### config.mk
export PLATFORM = sky130hd
export DESIGN_NAME = downstream_ts_framer
export DESIGN_NICKNAME = d
export VERILOG_FILES = /design/src/hdl/ts_framer_pkg.sv /design/src/hdl/downstream_ts_framer.sv
export VERILOG_INCLUDE_DIRS = /design/src /design/src/hdl
export SDC_FILE = /design/constraint.sdc
export NUM_CORES = 1
export LEC_CHECK = 0
export BUFFER_PORTS_ARGS = -buffer_cell sky130_fd_sc_hd__buf_2
export CAP_MARGIN = 5
export CORE_MARGIN = 3
export CORE_UTILIZATION = 45
export DETAILED_ROUTE_END_ITERATION = 8
export PLACE_DENSITY_LB_ADDON = 0.3
export SLEW_MARGIN = 20
export SYNTH_ARGS = -nofsm -noshare
export SYNTH_HDL_FRONTEND = slang
export SYNTH_SLANG_ARGS = --single-unit
export TNS_END_PERCENT = 1
### constraint.sdc
create_clock -name pclk -period 4 [get_ports pclk]
set_input_delay 0.6 -clock pclk [delete_from_list [all_inputs] [get_ports pclk]]
set_output_delay 0.6 -clock pclk [all_outputs]
set_load 0.02 [all_outputs]
### src/hdl/ts_framer_regs.svh
// Offsets, field positions, reset values and counts of the downstream framer.
// Assumes 32-bit APB words on aligned byte addresses.
`ifndef TS_FRAMER_REGS_SVH
`define TS_FRAMER_REGS_SVH
`define TS_PKT_LAST 8'd187
`define TS_HDR_LEN 8'd4
`define TS_PAYLOAD_LEN 16'd184
`define TS_SYNC 8'h47
`define TS_MAC_PID 13'h1ffe
`define TS_NULL_PID 13'h1fff
`define TS_FILL 8'hff
`define TS_SCR_BITS 2'b00
`define TS_AFC_PAYLOAD 2'b01
`define TS_LOCK_GOOD 3'd5
`define TS_LOSE_BAD 4'd9
`define REG_CTRL 12'h000
`define REG_STATUS 12'h004
`define REG_RX_STAT 12'h008
`define REG_TX_STAT 12'h00c
`define CTRL_RESET 2'h3
`define CTRL_TX_EN_BIT 0
`define CTRL_RX_EN_BIT 1
`endif

### src/hdl/ts_framer_pkg.sv
// Types shared by the downstream transport stream framer.
// Assumes nothing beyond a SystemVerilog compiler.
package ts_framer_pkg;
  typedef enum logic [1:0] {align_hunt, align_verify, align_locked} align_e;
  typedef enum logic {pkt_null, pkt_mac} pkt_kind_e;
endpackage

### src/hdl/downstream_ts_framer.sv
// Downstream transmission convergence: MAC frames into 188-byte transport packets and back.
// Assumes one clock; MAC source, MAC sink and modulation side are logic on that clock.
`timescale 1ns/10ps
`include "ts_framer_regs.svh"
module downstream_ts_framer import ts_framer_pkg::*; #(
  parameter int BYTE_DIV = 4
) (
  input wire logic pclk,
  input wire logic presetn,
  input wire logic psel,
  input wire logic penable,
  input wire logic pwrite,
  input wire logic [11:0] paddr,
  input wire logic [31:0] pwdata,
  output logic [31:0] prdata,
  output logic pready,
  output logic pslverr,
  input wire logic [7:0] mac_tx_data,
  input wire logic mac_tx_valid,
  input wire logic mac_tx_sof,
  input wire logic [15:0] mac_tx_len,
  output logic mac_tx_ready,
  output logic mac_tx_frame_sent,
  output logic [7:0] ts_out_data,
  output logic ts_out_valid,
  output logic ts_out_sop,
  input wire logic [7:0] ts_in_data,
  input wire logic ts_in_valid,
  output logic [7:0] mac_rx_data,
  output logic mac_rx_valid,
  output logic mac_rx_sof,
  input wire logic mac_rx_frame_end,
  output logic rx_locked
);
  ////////////////////////////////////////////////////////////////////////////
  // Register bus
  logic [1:0] ctrl;
  logic [15:0] rx_err_cnt, rx_loss_cnt, tx_mac_cnt, tx_null_cnt;
  logic [3:0] tx_cc;
  logic [15:0] tx_remain;
  logic rx_in_frame;
  wire tx_en = ctrl[`CTRL_TX_EN_BIT];
  wire rx_en = ctrl[`CTRL_RX_EN_BIT];
  wire sel_ctrl = paddr == `REG_CTRL;
  wire sel_status = paddr == `REG_STATUS;
  wire sel_rx = paddr == `REG_RX_STAT;
  wire sel_tx = paddr == `REG_TX_STAT;
  wire mapped = sel_ctrl || sel_status || sel_rx || sel_tx;
  wire setup = psel && !penable;
  wire wr = psel && penable && pready && pwrite;
  wire clr_rx = wr && sel_rx;
  wire clr_tx = wr && sel_tx;
  wire [31:0] status_word = {24'h000000, tx_cc, 1'b0, tx_remain != 16'h0000, rx_in_frame, rx_locked};
  wire [31:0] rd_word = sel_ctrl ? {30'h00000000, ctrl} :
                        sel_status ? status_word :
                        sel_rx ? {rx_loss_cnt, rx_err_cnt} :
                        sel_tx ? {tx_null_cnt, tx_mac_cnt} : 32'h00000000;
  // Zero wait state: answer is ready in the first access cycle
  always_ff @(posedge pclk or negedge presetn) begin
    if (!presetn) begin
      pready <= 1'b0;
      prdata <= 32'h00000000;
      pslverr <= 1'b0;
      ctrl <= `CTRL_RESET;
    end else begin
      pready <= setup;
      if (setup) begin
        prdata <= pwrite ? 32'h00000000 : rd_word;
        pslverr <= !mapped;
      end
      if (wr && sel_ctrl) begin
        ctrl <= pwdata[1:0];
      end
    end
  end
  ////////////////////////////////////////////////////////////////////////////
  // Byte rate divider
  logic [7:0] div_cnt;
  wire tick = div_cnt == 8'(BYTE_DIV - 1);
  wire pre_tick = div_cnt == 8'(BYTE_DIV - 2);
  always_ff @(posedge pclk or negedge presetn) begin
    if (!presetn) begin
      div_cnt <= 8'h00;
    end else begin
      div_cnt <= tick ? 8'h00 : div_cnt + 8'h01;
    end
  end
  ////////////////////////////////////////////////////////////////////////////
  // Sender
  logic [7:0] tx_pos, tx_ptr, next_tx_byte;
  logic tx_pusi;
  pkt_kind_e tx_kind;
  wire take = mac_tx_valid && mac_tx_ready;
  wire tx_use = take && (tx_remain != 16'h0000 || mac_tx_sof);
  wire start_frame = take && mac_tx_sof && tx_remain == 16'h0000;
  wire [15:0] frame_len = mac_tx_len == 16'h0000 ? 16'h0001 : mac_tx_len;
  wire new_mac = tx_en && (tx_remain != 16'h0000 || mac_tx_valid);
  wire is_mac = tx_kind == pkt_mac;
  wire ptr_slot = is_mac && tx_pusi && tx_pos == `TS_HDR_LEN;
  wire data_slot = is_mac && tx_pos >= `TS_HDR_LEN && !ptr_slot;
  wire [12:0] tx_pid = is_mac ? `TS_MAC_PID : `TS_NULL_PID;
  wire [7:0] tx_pos_inc = tx_pos == `TS_PKT_LAST ? 8'h00 : tx_pos + 8'h01;
  wire [15:0] next_remain = start_frame ? frame_len - 16'h0001 :
                            (take && tx_remain != 16'h0000) ? tx_remain - 16'h0001 : tx_remain;
  always_comb begin
    case (tx_pos)
      8'h00: next_tx_byte = `TS_SYNC;
      8'h01: next_tx_byte = {1'b0, tx_pusi, 1'b0, tx_pid[12:8]};
      8'h02: next_tx_byte = tx_pid[7:0];
      8'h03: next_tx_byte = {`TS_SCR_BITS, `TS_AFC_PAYLOAD, is_mac ? tx_cc : 4'h0};
      default: begin
        if (ptr_slot) begin
          next_tx_byte = tx_ptr;
        end else if (tx_use) begin
          next_tx_byte = mac_tx_data;
        end else begin
          next_tx_byte = `TS_FILL;
        end
      end
    endcase
  end
  // Pointer decided at packet start from the tail still owed; a tail of 184 or more needs no pointer
  always_ff @(posedge pclk or negedge presetn) begin
    if (!presetn) begin
      tx_pos <= 8'h00;
      tx_kind <= pkt_null;
      tx_pusi <= 1'b0;
      tx_ptr <= 8'h00;
      tx_cc <= 4'h0;
      tx_remain <= 16'h0000;
    end else if (tick) begin
      tx_pos <= tx_pos_inc;
      tx_remain <= next_remain;
      if (tx_pos == 8'h00) begin
        tx_kind <= new_mac ? pkt_mac : pkt_null;
        tx_pusi <= new_mac && tx_remain < `TS_PAYLOAD_LEN;
        tx_ptr <= tx_remain[7:0];
      end
      if (tx_pos == 8'h03 && is_mac) begin
        tx_cc <= tx_cc + 4'h1;
      end
    end
  end
  // Ready is a one-cycle pulse on the tick that carries a data slot
  always_ff @(posedge pclk or negedge presetn) begin
    if (!presetn) begin
      ts_out_data <= 8'h00;
      ts_out_valid <= 1'b0;
      ts_out_sop <= 1'b0;
      mac_tx_ready <= 1'b0;
      mac_tx_frame_sent <= 1'b0;
    end else begin
      if (tick) begin
        ts_out_data <= next_tx_byte;
      end
      ts_out_valid <= tick;
      ts_out_sop <= tick && tx_pos == 8'h00;
      mac_tx_ready <= pre_tick && data_slot;
      mac_tx_frame_sent <= tick && start_frame;
    end
  end
  always_ff @(posedge pclk or negedge presetn) begin
    if (!presetn) begin
      tx_mac_cnt <= 16'h0000;
      tx_null_cnt <= 16'h0000;
    end else begin
      if (tick && tx_pos == 8'h00 && new_mac) begin
        tx_mac_cnt <= (clr_tx ? 16'h0000 : tx_mac_cnt) + 16'h0001;
      end else if (clr_tx) begin
        tx_mac_cnt <= 16'h0000;
      end
      if (tick && tx_pos == 8'h00 && !new_mac) begin
        tx_null_cnt <= (clr_tx ? 16'h0000 : tx_null_cnt) + 16'h0001;
      end else if (clr_tx) begin
        tx_null_cnt <= 16'h0000;
      end
    end
  end
  ////////////////////////////////////////////////////////////////////////////
  // Receiver alignment
  align_e rx_state, next_state;
  logic [7:0] rx_pos, next_pos;
  logic [2:0] rx_good, next_good;
  logic [3:0] rx_bad, next_bad;
  wire rv = ts_in_valid && rx_en;
  wire is_sync = ts_in_data == `TS_SYNC;
  wire at_zero = rx_pos == 8'h00;
  wire [7:0] rx_pos_inc = rx_pos == `TS_PKT_LAST ? 8'h00 : rx_pos + 8'h01;
  wire lose_lock = rv && rx_state == align_locked && at_zero && !is_sync && rx_bad == `TS_LOSE_BAD - 4'd1;
  always_comb begin
    next_state = rx_state;
    next_pos = rx_pos;
    next_good = rx_good;
    next_bad = rx_bad;
    if (rv) begin
      next_pos = rx_pos_inc;
      case (rx_state)
        align_hunt: begin
          next_pos = 8'h01;
          next_good = 3'd1;
          next_bad = 4'd0;
          if (is_sync) begin
            next_state = align_verify;
          end
        end
        align_verify: begin
          if (at_zero && is_sync) begin
            next_good = rx_good + 3'd1;
            if (next_good == `TS_LOCK_GOOD) begin
              next_state = align_locked;
            end
          end else if (at_zero) begin
            next_state = align_hunt;
          end
        end
        align_locked: begin
          if (at_zero) begin
            next_bad = is_sync ? 4'd0 : rx_bad + 4'd1;
          end
          if (lose_lock) begin
            next_state = align_hunt;
          end
        end
        default: next_state = align_hunt;
      endcase
    end
  end
  always_ff @(posedge pclk or negedge presetn) begin
    if (!presetn) begin
      rx_state <= align_hunt;
      rx_pos <= 8'h00;
      rx_good <= 3'd0;
      rx_bad <= 4'd0;
      rx_locked <= 1'b0;
    end else begin
      rx_state <= rx_en ? next_state : align_hunt;
      rx_pos <= next_pos;
      rx_good <= next_good;
      rx_bad <= next_bad;
      rx_locked <= rx_state == align_locked;
    end
  end
  ////////////////////////////////////////////////////////////////////////////
  // Receiver payload
  // Frame length is only known to the sink, so it ends each frame with mac_rx_frame_end
  logic rx_sync_ok, rx_tei, rx_pusi, rx_pid_ok, rx_pkt_ok, rx_pend, rx_allow;
  logic [4:0] rx_pid_hi;
  logic [7:0] rx_skip;
  wire locked_byte = rv && rx_state == align_locked;
  wire hdr_err = locked_byte && rx_pos == 8'h03 && rx_sync_ok && rx_pid_ok && rx_tei;
  wire ptr_byte = locked_byte && rx_pkt_ok && rx_pusi && rx_pos == `TS_HDR_LEN;
  wire payload_byte = locked_byte && rx_pkt_ok && rx_pos >= `TS_HDR_LEN && !ptr_byte;
  wire in_skip = rx_skip != 8'h00;
  // End pulse may land with the next byte at the fastest byte rate, so it closes the frame at once
  wire frame_open = rx_in_frame && !mac_rx_frame_end;
  wire searching = !in_skip && (!frame_open || rx_pend);
  wire deliver_tail = payload_byte && (in_skip ? frame_open : frame_open && !rx_pend);
  wire deliver_sof = payload_byte && searching && rx_allow && ts_in_data != `TS_FILL;
  wire drop_frame = lose_lock || hdr_err || !rx_en;
  always_ff @(posedge pclk or negedge presetn) begin
    if (!presetn) begin
      rx_sync_ok <= 1'b0;
      rx_tei <= 1'b0;
      rx_pusi <= 1'b0;
      rx_pid_hi <= 5'h00;
      rx_pid_ok <= 1'b0;
      rx_pkt_ok <= 1'b0;
    end else if (locked_byte) begin
      case (rx_pos)
        8'h00: begin
          rx_sync_ok <= is_sync;
          rx_pkt_ok <= 1'b0;
        end
        8'h01: begin
          rx_tei <= ts_in_data[7];
          rx_pusi <= ts_in_data[6];
          rx_pid_hi <= ts_in_data[4:0];
        end
        8'h02: rx_pid_ok <= {rx_pid_hi, ts_in_data} == `TS_MAC_PID;
        8'h03: rx_pkt_ok <= rx_sync_ok && rx_pid_ok && !rx_tei && ts_in_data[5:4] == `TS_AFC_PAYLOAD;
        default: rx_pkt_ok <= rx_pkt_ok;
      endcase
    end
  end
  // A sof found while a frame is still open means the sink missed its end; the new start wins
  always_ff @(posedge pclk or negedge presetn) begin
    if (!presetn) begin
      rx_in_frame <= 1'b0;
      rx_pend <= 1'b0;
      rx_allow <= 1'b0;
      rx_skip <= 8'h00;
    end else begin
      if (drop_frame) begin
        rx_in_frame <= 1'b0;
      end else if (deliver_sof) begin
        rx_in_frame <= 1'b1;
      end else if (mac_rx_frame_end || (payload_byte && searching)) begin
        rx_in_frame <= 1'b0;
      end
      if (ptr_byte) begin
        rx_skip <= ts_in_data;
        rx_pend <= 1'b1;
        rx_allow <= 1'b1;
      end else begin
        if (payload_byte && in_skip) begin
          rx_skip <= rx_skip - 8'h01;
        end
        if (payload_byte && !in_skip) begin
          rx_pend <= 1'b0;
        end
        if (drop_frame) begin
          rx_allow <= 1'b0;
        end
      end
    end
  end
  always_ff @(posedge pclk or negedge presetn) begin
    if (!presetn) begin
      mac_rx_data <= 8'h00;
      mac_rx_valid <= 1'b0;
      mac_rx_sof <= 1'b0;
      rx_err_cnt <= 16'h0000;
      rx_loss_cnt <= 16'h0000;
    end else begin
      mac_rx_data <= ts_in_data;
      mac_rx_valid <= deliver_tail || deliver_sof;
      mac_rx_sof <= deliver_sof;
      if (hdr_err) begin
        rx_err_cnt <= (clr_rx ? 16'h0000 : rx_err_cnt) + 16'h0001;
      end else if (clr_rx) begin
        rx_err_cnt <= 16'h0000;
      end
      if (lose_lock) begin
        rx_loss_cnt <= (clr_rx ? 16'h0000 : rx_loss_cnt) + 16'h0001;
      end else if (clr_rx) begin
        rx_loss_cnt <= 16'h0000;
      end
    end
  end
endmodule

# Yosys cells after proc, flatten, opt, wreduce, memory -nomap -nowiden
# Cells that the tools add are included.
# word_totals
input_bits	85
ff_bits	207
# op_classes
order_cmp	3
eq_ne	30
reduce_logical	99
muxes	50
addsub	13
# op_table
operator	n
$mux W16	11
$mux W32	5
$add A16 B1 Y16 const B	4
$mux W8	8
$logic_and A1 B1 Y1	51
$eq A8 B2 Y1 const B	6
$logic_not A16 Y1	2
$pmux W8 S4	1
$sub A16 B1 Y16 const B	2
$add A8 B1 Y8 const B	3
$eq A12 B4 Y1 const B	2
$eq A8 B1 Y1 const B	2
$eq A8 B3 Y1 const B	2
$eq A8 B8 Y1 const B	2
$ge A8 B3 Y1 const B	2
$logic_not A8 Y1	2
$lt A16 B8 Y1 const B	1
$reduce_bool A16 Y1	1
$mux W2	7
$reduce_and A2 Y1	7
$reduce_bool A2 Y1	7
$eq A13 B13 Y1 const B	1
$eq A12 B3 Y1 const B	1
$logic_not A1 Y1	12
other kinds (27)	53

# Longest topological paths before layout
# Gate-level depths: netlist (run 1).
# logic_depth
word_depth	12
ltp_mapped	14
depth_no_buf	12

# Worst setup path before layout (run 1)
# OpenSTA, ideal clock, no wires.
# synth_timing
path_kind	input to register
startpoint	input mac_tx_valid
endpoint	register tx_remain[12]
t_arrival_ns	3.324
path_buffers	2
required_time_ns	3.931
setup_ns	0.069
path_stages	12
setup_slack_ns	0.607
cell_sequence	nand3_1 > nor2_1 > and2_1 > clkbuf_1 > clkbuf_1 > a21oi_1 > ha_1 > or4b_2 > nor4_1 > a31oi_1 > or4b_1 > nand3_1
# synth_between
elab_chain_len	5
word_cells_on_any_way	7
# synth_rtl
item	line_no	text
start, declared	downstream_ts_framer.sv:19	input wire logic mac_tx_valid,
$logic_and A1 B1 Y1 (*)	downstream_ts_framer.sv:93	wire take = mac_tx_valid && mac_tx_ready;
$logic_and A1 B1 Y1 (2 in a row)	downstream_ts_framer.sv:95	wire start_frame = take && mac_tx_sof && tx_remain == 16'h0000;
$reduce_bool A2 Y1 (no line)	-	
$reduce_and A2 Y1 (no line)	-	
end signal, assigned	downstream_ts_framer.sv:133	tx_remain <= next_remain;
end, declared	downstream_ts_framer.sv:40	logic [15:0] tx_remain;
# Mark *: on every way between the ends. The rest lies on a longest branch, timed or not.
# A chain may end at the register's enable or synchronous reset.

# Worst setup path after layout (run 1)
# layout_timing
startpoint	register tx_remain[2]
endpoint	register tx_remain[8]
# layout_between
elab_chain_len	4
word_cells_on_any_way	9
# layout_rtl
item
branches (longest 4 deep; another with $sub A16 B1 Y16)
# Parallel ways; which one is timed is not known. The select of a mux whose other input is x is not followed.

==> results.txt, run 1 <==
----------------------------------------------------
[Status]
  Run status ... finished clean

[Route]
  First-pass iteration count of the detailed router ... 5
  Number of antenna-violating nets in the routed design ... 0
  Post-DR wirelength/cell ... approximately 17 µm
  Number of DRC violations after detailed routing ... 0
  Average vias per placed instance ... 5.720
  Via count ... about 9100
  Final Routed Wirelength ... approximately 28 mm
  Drt initial violations ... 832

[Floorplanning]
  Total Die Area ... 26150 µm²
  Horiz. Die Dim ... about 160 µm
  Placement Rows ... 56
  Die H ... 161.7 µm
  I/O pins ... around 140
  Starting utilization of the core area ... 0.4606
  Core outline area ... approximately 24000 µm²

[STA]
  Setup violation total in the final timing report ... 0
  Final number of max-transition violations ... 0
  Final Hold Viols ... 0
  Tightest Pin Transition ... a little under 0.8 ns
  Period utilization ... 0.8846
  RSZ-0062 raised after global routing ... no
  Clock period minus worst slack ... between 3 and 4 ns
  Setup total negative slack ... 0 ns
  Worst Skew ... a little over 0.009 ns
  Highest Clock Rate ... 282.6 MHz
  Slew headroom ... 0.4783

[Critical path]
  Crit path cell chain ... nor4_1 -> nand3_1 -> or3_1 -> nor2_1 -> nor2_1 -> ha_1 -> nor3b_1 -> nor2b_1 -> o311a_1 -> a31oi_1 -> a21oi_1 -> o22a_1
  Most used cell along the critical path ... sky130_fd_sc_hd__nor2_1
  Category of the critical setup timing path ... flip-flop to flip-flop
  Start of the worst register-to-register path ... tx_remain[2]
  Worst setup EP type ... flip-flop
  Maximum fanout along the worst path ... 9
  Startpoint kind of the worst setup timing path ... flip-flop
  Worst Path Buf+Inv ... 0
  Kind of cell adding the most delay to the critical path ... simple AND/OR/NAND/NOR gates
  Data required time of the critical path ... ~4.4 ns
  Slowest cell on the critical path ... sky130_fd_sc_hd__a31oi_1
  Crit path arrival time ... 3.94 ns
  Launch point of the worst path ... tx_remain[2]
  Slowest stage delay, CP ... ~0.54 ns

[Synth]
  Synth async-reset ratio ... 1.000
  Portion of the post-synthesis area used by sequential elements ... 0.4751
  Post-synthesis compound-gate area fraction ... 0.1246
  Post-Synth XOR/XNOR Area ... 0.05540
  Simple-gate share of the synthesized area ... 0.2358
  Flops & latches, synth ... 207
  Synth Area per Inst ... 9.486 µm²
  Mapped Nets ... around 1300
  Main combinational cell family by area after synthesis ... simple AND/OR/NAND/NOR gates
  Number of enable-type register cells in the synthesized netlist ... 0
  Post-synthesis share of cell area spent on full adders, half adders and majority gates ... 0.02409
  Count of mapped cells out of synthesis ... 1150
  Multiplexer share of the synthesized area ... 0.05574
  Post-synth cell types ... 73
  Post-Synthesis Cell Area ... 10910 µm²
  Ys Warns ... 0
  Ys flop type ... sky130_fd_sc_hd__dfrtp_1

[GRT]
  Wire length of the first global-routing pass ... 45.56 mm
  Remaining global-route overflow ... 0
  All-Layer GR Usage ... 0.2090
  Via count of the first global-routing pass ... 8924
  Pin count of the biggest net entering global routing ... 95
  Antenna violations before repair ... 1

[Power and ir drop]
  Overall power after layout ... about 0.0047 W
  Worst VDD drop ... between 0.4 and 0.5 mV
  Power per standard cell area ... 367.8 nW/µm²
  Leakage power ... ~5.9 nW

[Clock network]
  TritonCTS clock tree ... yes
  Total of cells resized after clock tree synthesis ... 0
  H-tree depth reported by CTS ... 1
  Clock transition at path regs ... approximately 0.06 ns
  Total CTS buffers ... 25
  Total of hold buffers inserted after clock tree synthesis ... 0
  Post-CTS setup buffer count ... 0
  Root Driver ... sky130_fd_sc_hd__clkbuf_16
  Clock latency of the later-clocked register in the worst-skew pair ... 0.52 ns
  Max Buffers Root-to-Sink ... 3
  Number of sinks on the clock net ... roughly 210

[Final layout]
  Antenna fix cells ... 0
  Ratio of cells with drive above 1 in the final layout ... 0.1784
  Count of nets after finishing ... 1366
  Filler cells ... 2170
  Layout overhead on the synthesized area ... 16.92%

[Worst hold path]
  Worst min path class ... input port to asynchronous set/reset pin

[Placement]
  Port Buf Inserts ... roughly 110
  Final HPWL from detailed placement ... a little under 20 mm
  Weighted congestion at the end of routability-driven global placement ... around 0.91

[Job]
  Max-capacitance violation count ... 0

----------------------------------------------------
[per-layer routing]
metal	vias to the layer above	GRT usage	routed length [µm]	share of wire
met2	249	0.3461	13160	0.48
met1	4446	0.2854	12250	0.44
met5	-	0	13	0.00047
li1	4383	-	-	-
met4	2	0.06630	767	0.028
met3	55	0.03111	1356	0.049
[layout make-up]
cell class | count | area [µm²] | share of cell area
multi-input cells | 860 | 5410 | 0.4242
flip-flops and latches | 207 | 5182 | 0.4063
repair buffers | 133 | 742.0 | 0.05817
clock buffers | 31 | 678.2 | 0.05317
well taps | 319 | 399.1 | 0.03129
clock inverters | 14 | 219.0 | 0.01717
inverters | 33 | 123.9 | 0.009712
[metrics by stage]
step | cell area (µm²) | util | hold WS [ns] | instances | setup slack, ns
3_5_place_dp | 11850 | 0.5005 | 0.4669 | 1552 | 0.4563
3_3_place_gp | 11850 | 0.5005 | 0.4527 | 1552 | 0.4810
4_1_cts | 12750 | 0.5384 | 0.1804 | 1597 | 0.4861
5_1_grt | 12750 | 0.5386 | 0.2085 | 1597 | 0.2288
6_report | 12750 | 0.5386 | 0.1315 | 1597 | 0.4617
2_1_floorplan | 10910 | - | 0.3044 | 1150 | 0.6068
[final timing paths]
path	end	slack [ns]	depth (start not counted)
hold reg to reg	prdata[11]	0.48	2
max in group asynchronous	rx_pos[4]	2.88	2
hold / removal	tx_pos[5]	0.13	1
min in group pclk	mac_rx_data[1]	0.24	1
setup reg to reg	tx_remain[8]	0.46	12
setup / recovery	tx_remain[8]	0.46	12
[cells in the mapped netlist, drive strengths merged, types with 9 or more instances]
cell type / count / area, µm²
clkbuf: 41 / 153.9
and4: 9 / 78.83
nand4: 34 / 212.7
mux2: 26 / 292.8
a31oi: 13 / 81.33
or4: 10 / 78.82
and2: 18 / 112.6
ha: 21 / 262.8
xor2: 32 / 280.3
a22oi: 10 / 75.07
nand2: 119 / 446.7
buf: 9 / 42.54
dfrtp: 205 / 5130
o21ai: 76 / 380.4
xnor2: 37 / 324.1
a21oi: 43 / 215.2
or3: 11 / 73.82
and3: 29 / 181.4
nor4: 31 / 215.2
nand3: 66 / 335.3
mux2i: 27 / 270.3
inv: 33 / 123.9
nor3: 34 / 175.2
nor2: 108 / 405.4
[state kept, by name, indices dropped and copies added, names as in the netlist, 2 cells and up]
signal and count:
tx_pos 8, rx_loss_cnt 16, rx_err_cnt 16, tx_cc 4, tx_remain 16, ctrl 2
rx_pos 8, rx_good 3, div_cnt 8, tx_null_cnt 16, rx_bad 4, tx_mac_cnt 16
rx_skip 8, rx_pid_hi 5, rx_state 2, mac_rx_data 8, tx_ptr 8, prdata 32
ts_out_data 8
[cells by family (layout without fill, tap and decap cells)]
kind of cell	count (synthesis)	after routing
simple gates	504	504
fa+ha+maj	21	21
buf+inv	83	211
xor+xnor	69	69
flops	207	207
compound gates	211	211
mux	55	55
[power breakdown]
group	leakage (nW)	internal, W	switching [W]
Sequential	2.75	0.00210	0.00000312
Combinational	2.71	0.0000403	0.000101
Clock	0.421	0.00153	0.000915
[cell usage in the layout (no fill, tap or decap), types with 6 or more instances in the layout]
cell,instances
sky130_fd_sc_hd__nor3_1,33
sky130_fd_sc_hd__buf_4,21
sky130_fd_sc_hd__or2_2,6
sky130_fd_sc_hd__nand4_1,34
sky130_fd_sc_hd__o21ai_0,75
sky130_fd_sc_hd__nand3_1,65
sky130_fd_sc_hd__o31ai_1,8
sky130_fd_sc_hd__or3_1,10
sky130_fd_sc_hd__nor2_1,108
sky130_fd_sc_hd__clkbuf_16,25
sky130_fd_sc_hd__nor4_1,29
sky130_fd_sc_hd__ha_1,21
sky130_fd_sc_hd__mux2_2,26
sky130_fd_sc_hd__buf_2,110
sky130_fd_sc_hd__a31oi_1,13
sky130_fd_sc_hd__and2_1,17
sky130_fd_sc_hd__and3_1,29
sky130_fd_sc_hd__inv_1,32
sky130_fd_sc_hd__or4_1,9
sky130_fd_sc_hd__dfrtp_1,205
sky130_fd_sc_hd__a22oi_1,10
sky130_fd_sc_hd__xor2_1,32
sky130_fd_sc_hd__nor2b_1,8
sky130_fd_sc_hd__and4_1,9
sky130_fd_sc_hd__a21oi_1,42
sky130_fd_sc_hd__xnor2_1,37
sky130_fd_sc_hd__nand2_1,119
sky130_fd_sc_hd__o221ai_1,8
sky130_fd_sc_hd__mux2i_1,27
Note: power is estimated with default switching activity, not from simulation.
==> run 2: changes to the inputs <==
Settings changed: MAX_ROUTING_LAYER set to met4.
Clock period 4 ns to 4.2 ns, I/O delays scaled along.
==> run 2 against run 1 <==
  * Via count grew 0.53%
  * Largest power group unchanged
  * Sequential share of layout area grew 0.31 points
  * Global-route usage grew 0.62 points
  * Clock skew grew 0.013 ns
  * Critical endpoint is now tx_remain[12]
  * Maximum frequency grew 1.2%
  * Wire length grew 0.36%
  * Total power shrank 7.4%
  * Sequential cell count is the same
  * Register-to-register slack gained 0.24 ns
  * Sequential power shrank 5%
  * Largest cell class unchanged
==> results.txt, run 2 (synthesized netlist as in run 1, its figures left out) <==
----------------------------------------------------
[GRT]
  Wire length of the first global-routing pass ... 45.46 mm (-0.23%)
  Remaining global-route overflow ... 0 (unchanged)
  Pin count of the biggest net entering global routing ... 116 (+22%)
  Via count of the first global-routing pass ... 8834 (-1.0%)
  All-Layer GR Usage ... 0.2152 (+0.006207)
  Antenna violations before repair ... 1 (unchanged)

[STA]
  Worst Skew ... 0.02233 ns (+0.01300 ns)
  Final number of max-transition violations ... 0 (unchanged)
  Slew headroom ... 0.2855 (-0.1928)
  Final Hold Viols ... 0 (unchanged)
  RSZ-0062 raised after global routing ... no
  Highest Clock Rate ... 285.9 MHz (+1.2%)
  Setup total negative slack ... 0 ns (unchanged)
  Clock period minus worst slack ... 3.498 ns (-0.04080 ns)
  Period utilization ... 0.8327 (-0.05184)
  Setup violation total in the final timing report ... 0 (unchanged)
  Tightest Pin Transition ... 1.072 ns (+0.2893 ns)

[Placement]
  Port Buf Inserts ... 111 (unchanged)
  Cell Area, Placed ... 11820 µm² (-0.28%)
  Total instance count after detailed placement ... 1546 (-0.39%)
  Weighted congestion at the end of routability-driven global placement ... 0.8799 (-2.9%)
  Final HPWL from detailed placement ... 19.38 mm (-0.97%)

[Power and ir drop]
  Worst VDD drop ... 0.2411 mV (-43%)
  Leakage power ... 5.852 nW (-0.52%)
  Power per standard cell area ... 343.1 nW/µm² (-6.7%)
  Overall power after layout ... 0.004342 W (-7.4%)

[Critical path]
  Data required time of the critical path ... 4.64 ns (+0.24 ns)
  Kind of cell adding the most delay to the critical path ... simple AND/OR/NAND/NOR gates
  Slowest cell on the critical path ... sky130_fd_sc_hd__or4b_2
  Worst Path Buf+Inv ... 1 (+1)
  Startpoint kind of the worst setup timing path ... flip-flop
  Slowest stage delay, CP ... 0.66 ns (+0.12 ns)
  Worst setup EP type ... flip-flop
  Maximum fanout along the worst path ... 9 (unchanged)
  Worst path depth ... 12 (unchanged)
  Crit path arrival time ... 3.94 ns (about the same)
  Worst setup slack for register-to-register paths ... 0.70 ns (+0.24 ns)
  Category of the critical setup timing path ... flip-flop to flip-flop
  FF-to-FF path depth ... 12 (unchanged)
  Crit path cell chain ... nor4_2 -> nand3_1 -> or3_1 -> nor2_1 -> nor2_1 -> ha_1 -> or4b_2 -> nor4_1 -> a31oi_1 -> buf_4 -> or4b_1 -> nand3_1

[Clock network]
  Max Buffers Root-to-Sink ... 3 (unchanged)
  Post-CTS setup buffer count ... 0 (unchanged)
  Total CTS buffers ... 24 (-4.0%)
  Clock latency of the later-clocked register in the worst-skew pair ... 0.53 ns (about the same)
  Number of sinks on the clock net ... 207 (unchanged)
  Clock transition at path regs ... 0.06 ns (about the same)
  Total of hold buffers inserted after clock tree synthesis ... 0 (unchanged)
  TritonCTS clock tree ... yes
  Root Driver ... sky130_fd_sc_hd__clkbuf_16
  Total of cells resized after clock tree synthesis ... 0 (unchanged)
  H-tree depth reported by CTS ... 1 (unchanged)

[Job]
  Max-capacitance violation count ... 0 (unchanged)

[Route]
  Met1 wire length ... 12.10 mm (-1.2%)
  Met2 wire length ... 13.35 mm (+1.5%)
  Number of antenna-violating nets in the routed design ... 0 (unchanged)
  Number of DRC violations after detailed routing ... 0 (unchanged)
  Top layer reached by signal wires ... met4
  First-pass iteration count of the detailed router ... 5 (unchanged)
  Average vias per placed instance ... 5.779 (+1.0%)
  Drt initial violations ... 674 (-19%)
  Via count ... 9183 (+0.53%)
  Post-DR wirelength/cell ... 17.40 µm (+0.87%)
  Length of routed met3 wiring ... 1.578 mm (+16%)
  Final Routed Wirelength ... 27.64 mm (+0.36%)

[Final layout]
  Filler cells ... 2159 (-0.51%)
  Most common library cell in the layout ignoring fill and taps ... sky130_fd_sc_hd__dfrtp_1
  Flip-flop count of the largest register after layout ... 32 (unchanged)
  Commonest cells after routing, fill and taps aside ... sky130_fd_sc_hd__dfrtp_1, sky130_fd_sc_hd__nand2_1, sky130_fd_sc_hd__buf_2, sky130_fd_sc_hd__nor2_1, sky130_fd_sc_hd__o21ai_0
  Cell Count, Final, Fillers Out ... 1589 (-0.50%)
  Count of nets after finishing ... 1359 (-0.51%)
  Ratio of cells with drive above 1 in the final layout ... 0.1718 (-0.006615)
  Cell area after layout ... 12660 µm² (-0.77%)
  Most flops, register ... prdata
  Layout overhead on the synthesized area ... 16.02%

[Floorplanning]
  Die H ... 161.7 µm (unchanged)
  Core outline area ... 23680 µm² (unchanged)
  Starting utilization of the core area ... 0.4606 (unchanged)
  Placement Rows ... 56 (unchanged)
  I/O pins ... 142 (unchanged)
  Total Die Area ... 26150 µm² (unchanged)
  Horiz. Die Dim ... 161.7 µm (unchanged)

[Status]
  Run status ... finished clean

[Worst hold path]
  Worst min path class ... input port to asynchronous set/reset pin

----------------------------------------------------
-- run 2: cell types whose count changed in the layout (fill, tap and decap cells not counted), moves of 2 or more --
cell                         change
sky130_fd_sc_hd__buf_4           -7
sky130_fd_sc_hd__clkinv_2        +5
sky130_fd_sc_hd__clkinvlp_4      -5
sky130_fd_sc_hd__clkinv_4        -2
-- run 2: metrics by stage --
step / util / hold WS [ns] / setup WS (ns)
final: 0.5344 / 0.2102 / 0.7025
after global routing: 0.5344 / 0.2462 / 0.5321
after CTS: 0.5343 / 0.2403 / 0.7555
after detailed placement: 0.4992 / 0.4664 / 0.5923
after global placement: 0.4992 / 0.4523 / 0.6097
after floorplan: - / 0.3344 / 0.7768
-- run 2: power breakdown --
group | switching (W) | internal (W)
registers | 0.00000277 | 0.00200
logic | 0.0000977 | 0.0000385
clock network | 0.000840 | 0.00136
-- run 2: path summary, 6_finish.rpt --
kind / from / to
max: tx_remain[6] / tx_remain[12]
min: presetn / tx_pos[5]
max reg2reg: tx_remain[6] / tx_remain[12]
min reg2reg: rx_pid_ok / rx_pid_ok
max in group asynchronous: presetn / tx_null_cnt[10]
min in group pclk: ts_in_data[1] / mac_rx_data[1]
-- run 2: layout make-up --
class	instances	area, µm²	share of cell area
Inverter	33	123.9	0.009787
Tap cell	319	399.1	0.03153
Clock inverter	11	166.4	0.01315
Antenna cell	1	2.502	0.0001977
Multi-Input combinational cell	860	5406	0.4271
Sequential cell	207	5182	0.4095
Clock buffer	31	666.9	0.05269
Timing Repair Buffer	127	709.4	0.05605
-- run 2: routing by layer --
metal / up-vias / GRT usage
li1: 4367 / -
met1: 4485 / 0.2809
met2: 277 / 0.3555
met3: 54 / 0.03060
met4: 0 / 0.05816
met5: - / -
==> run 3: changes to the inputs <==
Clock period 4.2 ns to 2.9 ns, I/O delays scaled along.
==> run 3 against run 2 <==
  * Sequential share of layout area decreased by 1.8 points
  * Register-to-register slack got worse by 0.66 ns
  * Critical path depth stayed put
  * Cell count increased by 3.6%
  * Final area rose by 4.6%
  * Die area unchanged
  * Non-clock buffer count up 54
  * Clock skew shrank 0.0091 ns
  * Utilization is 2.5 points higher
==> results.txt, run 3 (synthesized netlist as in run 1, its figures left out) <==
----------------------------------------------------
[Critical path]
  Maximum fanout along the worst path ... 8 (-1)
  Data required time of the critical path ... 3.31 ns (-1.33 ns)
  Startpoint kind of the worst setup timing path ... flip-flop
  Start of the worst register-to-register path ... tx_remain[2]
  Crit path arrival time ... 3.27 ns (-0.67 ns)
  Launch point of the worst path ... tx_remain[2]
  Worst setup slack for register-to-register paths ... 0.04 ns (-0.66 ns)
  Category of the critical setup timing path ... flip-flop to flip-flop
  Worst setup EP type ... flip-flop

[GRT]
  Wire length of the first global-routing pass ... 47.71 mm (+5.0%)
  Via count of the first global-routing pass ... 9326 (+5.6%)
  Remaining global-route overflow ... 0 (unchanged)
  All-Layer GR Usage ... 0.2251 (+0.009971)
  Pin count of the biggest net entering global routing ... 67 (-42%)
  Antenna violations before repair ... 1 (unchanged)

[Floorplanning]
  Total Die Area ... 26150 µm² (unchanged)
  Placement Rows ... 56 (unchanged)
  Die H ... 161.7 µm (unchanged)
  Starting utilization of the core area ... 0.4606 (unchanged)
  Core outline area ... 23680 µm² (unchanged)
  Horiz. Die Dim ... 161.7 µm (unchanged)
  I/O pins ... 142 (unchanged)

[Worst hold path]
  Hold_sp ... ts_in_data[1]
  Worst min path class ... input port to flip-flop

[Placement]
  Weighted congestion at the end of routability-driven global placement ... 0.9341 (+6.2%)
  Placement-stage worst setup slack ... -0.05232 ns (-0.6446 ns)
  Final HPWL from detailed placement ... 20.70 mm (+6.8%)
  Port Buf Inserts ... 111 (unchanged)

[Route]
  Average vias per placed instance ... 5.783 (about the same)
  First-pass iteration count of the detailed router ... 5 (unchanged)
  Number of DRC violations after detailed routing ... 0 (unchanged)
  Number of antenna-violating nets in the routed design ... 0 (unchanged)
  Via count ... 9518 (+3.6%)
  Drt initial violations ... 770 (+14%)
  Post-DR wirelength/cell ... 17.47 µm (+0.40%)
  Final Routed Wirelength ... 28.75 mm (+4.0%)

[Final layout]
  Layout overhead on the synthesized area ... 21.41%
  Most common library cell in the layout ignoring fill and taps ... sky130_fd_sc_hd__dfrtp_1
  Count of nets after finishing ... 1414 (+4.0%)
  Most flops, register ... prdata
  Flip-flop count of the largest register after layout ... 32 (unchanged)
  Utilization after layout ... 0.5593 (+0.02483)
  Ratio of cells with drive above 1 in the final layout ... 0.2142 (+0.04239)
  Commonest cells after routing, fill and taps aside ... sky130_fd_sc_hd__dfrtp_1, sky130_fd_sc_hd__nand2_1, sky130_fd_sc_hd__buf_2, sky130_fd_sc_hd__nor2_1, sky130_fd_sc_hd__o21ai_0

[Clock network]
  Total CTS buffers ... 25 (+4.2%)
  Clock latency of the later-clocked register in the worst-skew pair ... 0.52 ns (about the same)
  Max Buffers Root-to-Sink ... 3 (unchanged)
  Clock transition at path regs ... 0.06 ns (about the same)
  TritonCTS clock tree ... yes
  Number of sinks on the clock net ... 207 (unchanged)
  H-tree depth reported by CTS ... 1 (unchanged)
  Root Driver ... sky130_fd_sc_hd__clkbuf_16

[STA]
  Final number of max-transition violations ... 0 (unchanged)
  Tightest Pin Transition ... 0.7752 ns (-0.2966 ns)
  Highest Clock Rate ... 349.5 MHz (+22%)
  RSZ-0062 raised after global routing ... yes
  Clock period minus worst slack ... 2.861 ns (-0.6363 ns)
  PnR worst setup slack ... 0.03872 ns (-0.6637 ns)
  Final Hold Viols ... 0 (unchanged)
  Setup violation total in the final timing report ... 0 (unchanged)
  Slew headroom ... 0.4824 (+0.1969)
  Period utilization ... 0.9866 (+0.1539)
  Worst Skew ... 0.01319 ns (-0.009141 ns)

[Power and ir drop]
  Clock network fraction of design power ... 0.530 (+0.023)
  Worst VDD drop ... 0.4931 mV (+100%)
  Switching Power ... 0.001373 W (+46%)
  Switching power share of the total ... 0.2071 (-0.009493)
  Overall power after layout ... 0.006629 W (+53%)
  Int Power ... 0.005256 W (+55%)
  Comb pwr share ... 0.033 (+0.002)
  Power per standard cell area ... 500.5 nW/µm² (+46%)
  Share of total power in sequential cells ... 0.437 (-0.024)
  Leakage power ... 6.180 nW (+5.6%)

[Status]
  Run status ... finished clean

[Job]
  Max-capacitance violation count ... 0 (unchanged)

----------------------------------------------------
## run 3: worst max-delay path: stages (launching register included)
cell,delay [ns]
sky130_fd_sc_hd__dfrtp_1,0.39
sky130_fd_sc_hd__buf_4,0.17
sky130_fd_sc_hd__or4_4,0.56
sky130_fd_sc_hd__nor2_4,0.15
sky130_fd_sc_hd__and2_1,0.16
sky130_fd_sc_hd__a21oi_1,0.07
sky130_fd_sc_hd__ha_1,0.22
sky130_fd_sc_hd__nor3b_1,0.16
sky130_fd_sc_hd__nor2b_1,0.15
sky130_fd_sc_hd__o311a_1,0.15
sky130_fd_sc_hd__a31oi_4,0.28
sky130_fd_sc_hd__a21oi_2,0.09
sky130_fd_sc_hd__o22a_1,0.20
## run 3: through the flow
| stage | instance area [µm²] | cells | hold slack, ns | TNS [ns] |
|---|---|---|---|---|
| 5_1_grt | 13250 | 1646 | 0.07375 | -0.3118 |
| 3_3_place_gp | 12240 | 1597 | 0.4565 | 0 |
| 6_report | 13250 | 1646 | 0.07335 | 0 |
| 4_1_cts | 13210 | 1645 | 0.05923 | 0 |
| 2_1_floorplan | 10970 | 1150 | 0.1394 | -0.2441 |
| 3_5_place_dp | 12240 | 1597 | 0.4557 | -0.05232 |
## run 3: metal layers
metal	GRT usage	part of all wire	wire length, µm
met5	-	0	0
met1	0.3017	0.45	12820
met3	0.02703	0.050	1426
met4	0.06243	0.024	702
met2	0.3661	0.48	13800
## run 3: worst paths after layout
path | endpoint | depth (start not counted)
max reg2reg | tx_remain[8] | 12
max in group asynchronous | prdata[29] | 3
min | mac_rx_data[1] | 1
max | tx_remain[8] | 12
min in group asynchronous | tx_pos[2] | 2
min reg2reg | prdata[0] | 2
## run 3: layout make-up
| type | instances | area (µm²) |
|---|---|---|
| flip-flops and latches | 207 | 5182 |
| fillers | 2127 | 10440 |
| inverters | 33 | 123.9 |
| multi-input cells | 860 | 5492 |
| diodes | 1 | 2.502 |
| clock buffers | 35 | 733.2 |
| clock inverters | 10 | 203.9 |
| repair buffers | 181 | 1109 |
| well taps | 319 | 399.1 |
## run 3: repair_timing
item,in CTS,in global routing
buffers inserted,2,0
hold buffers,1,0
setup endpoints to repair,4,13
gates resized for setup,1,7
pin swaps,1,4
gates cloned,0,0
endpoints found under the hold margin,61,0
## run 3: power by group through the flow
stage | registers, W | clock network, W | logic (W)
finish | 0.00290 | 0.00351 | 0.000216
CTS | 0.00290 | 0.00356 | 0.000220
global placement | 0.00295 | 0 | 0.000216
detailed placement | 0.00295 | 0 | 0.000217
global route | 0.00290 | 0.00370 | 0.000238
floorplan | 0.00296 | 0 | 0.0000415
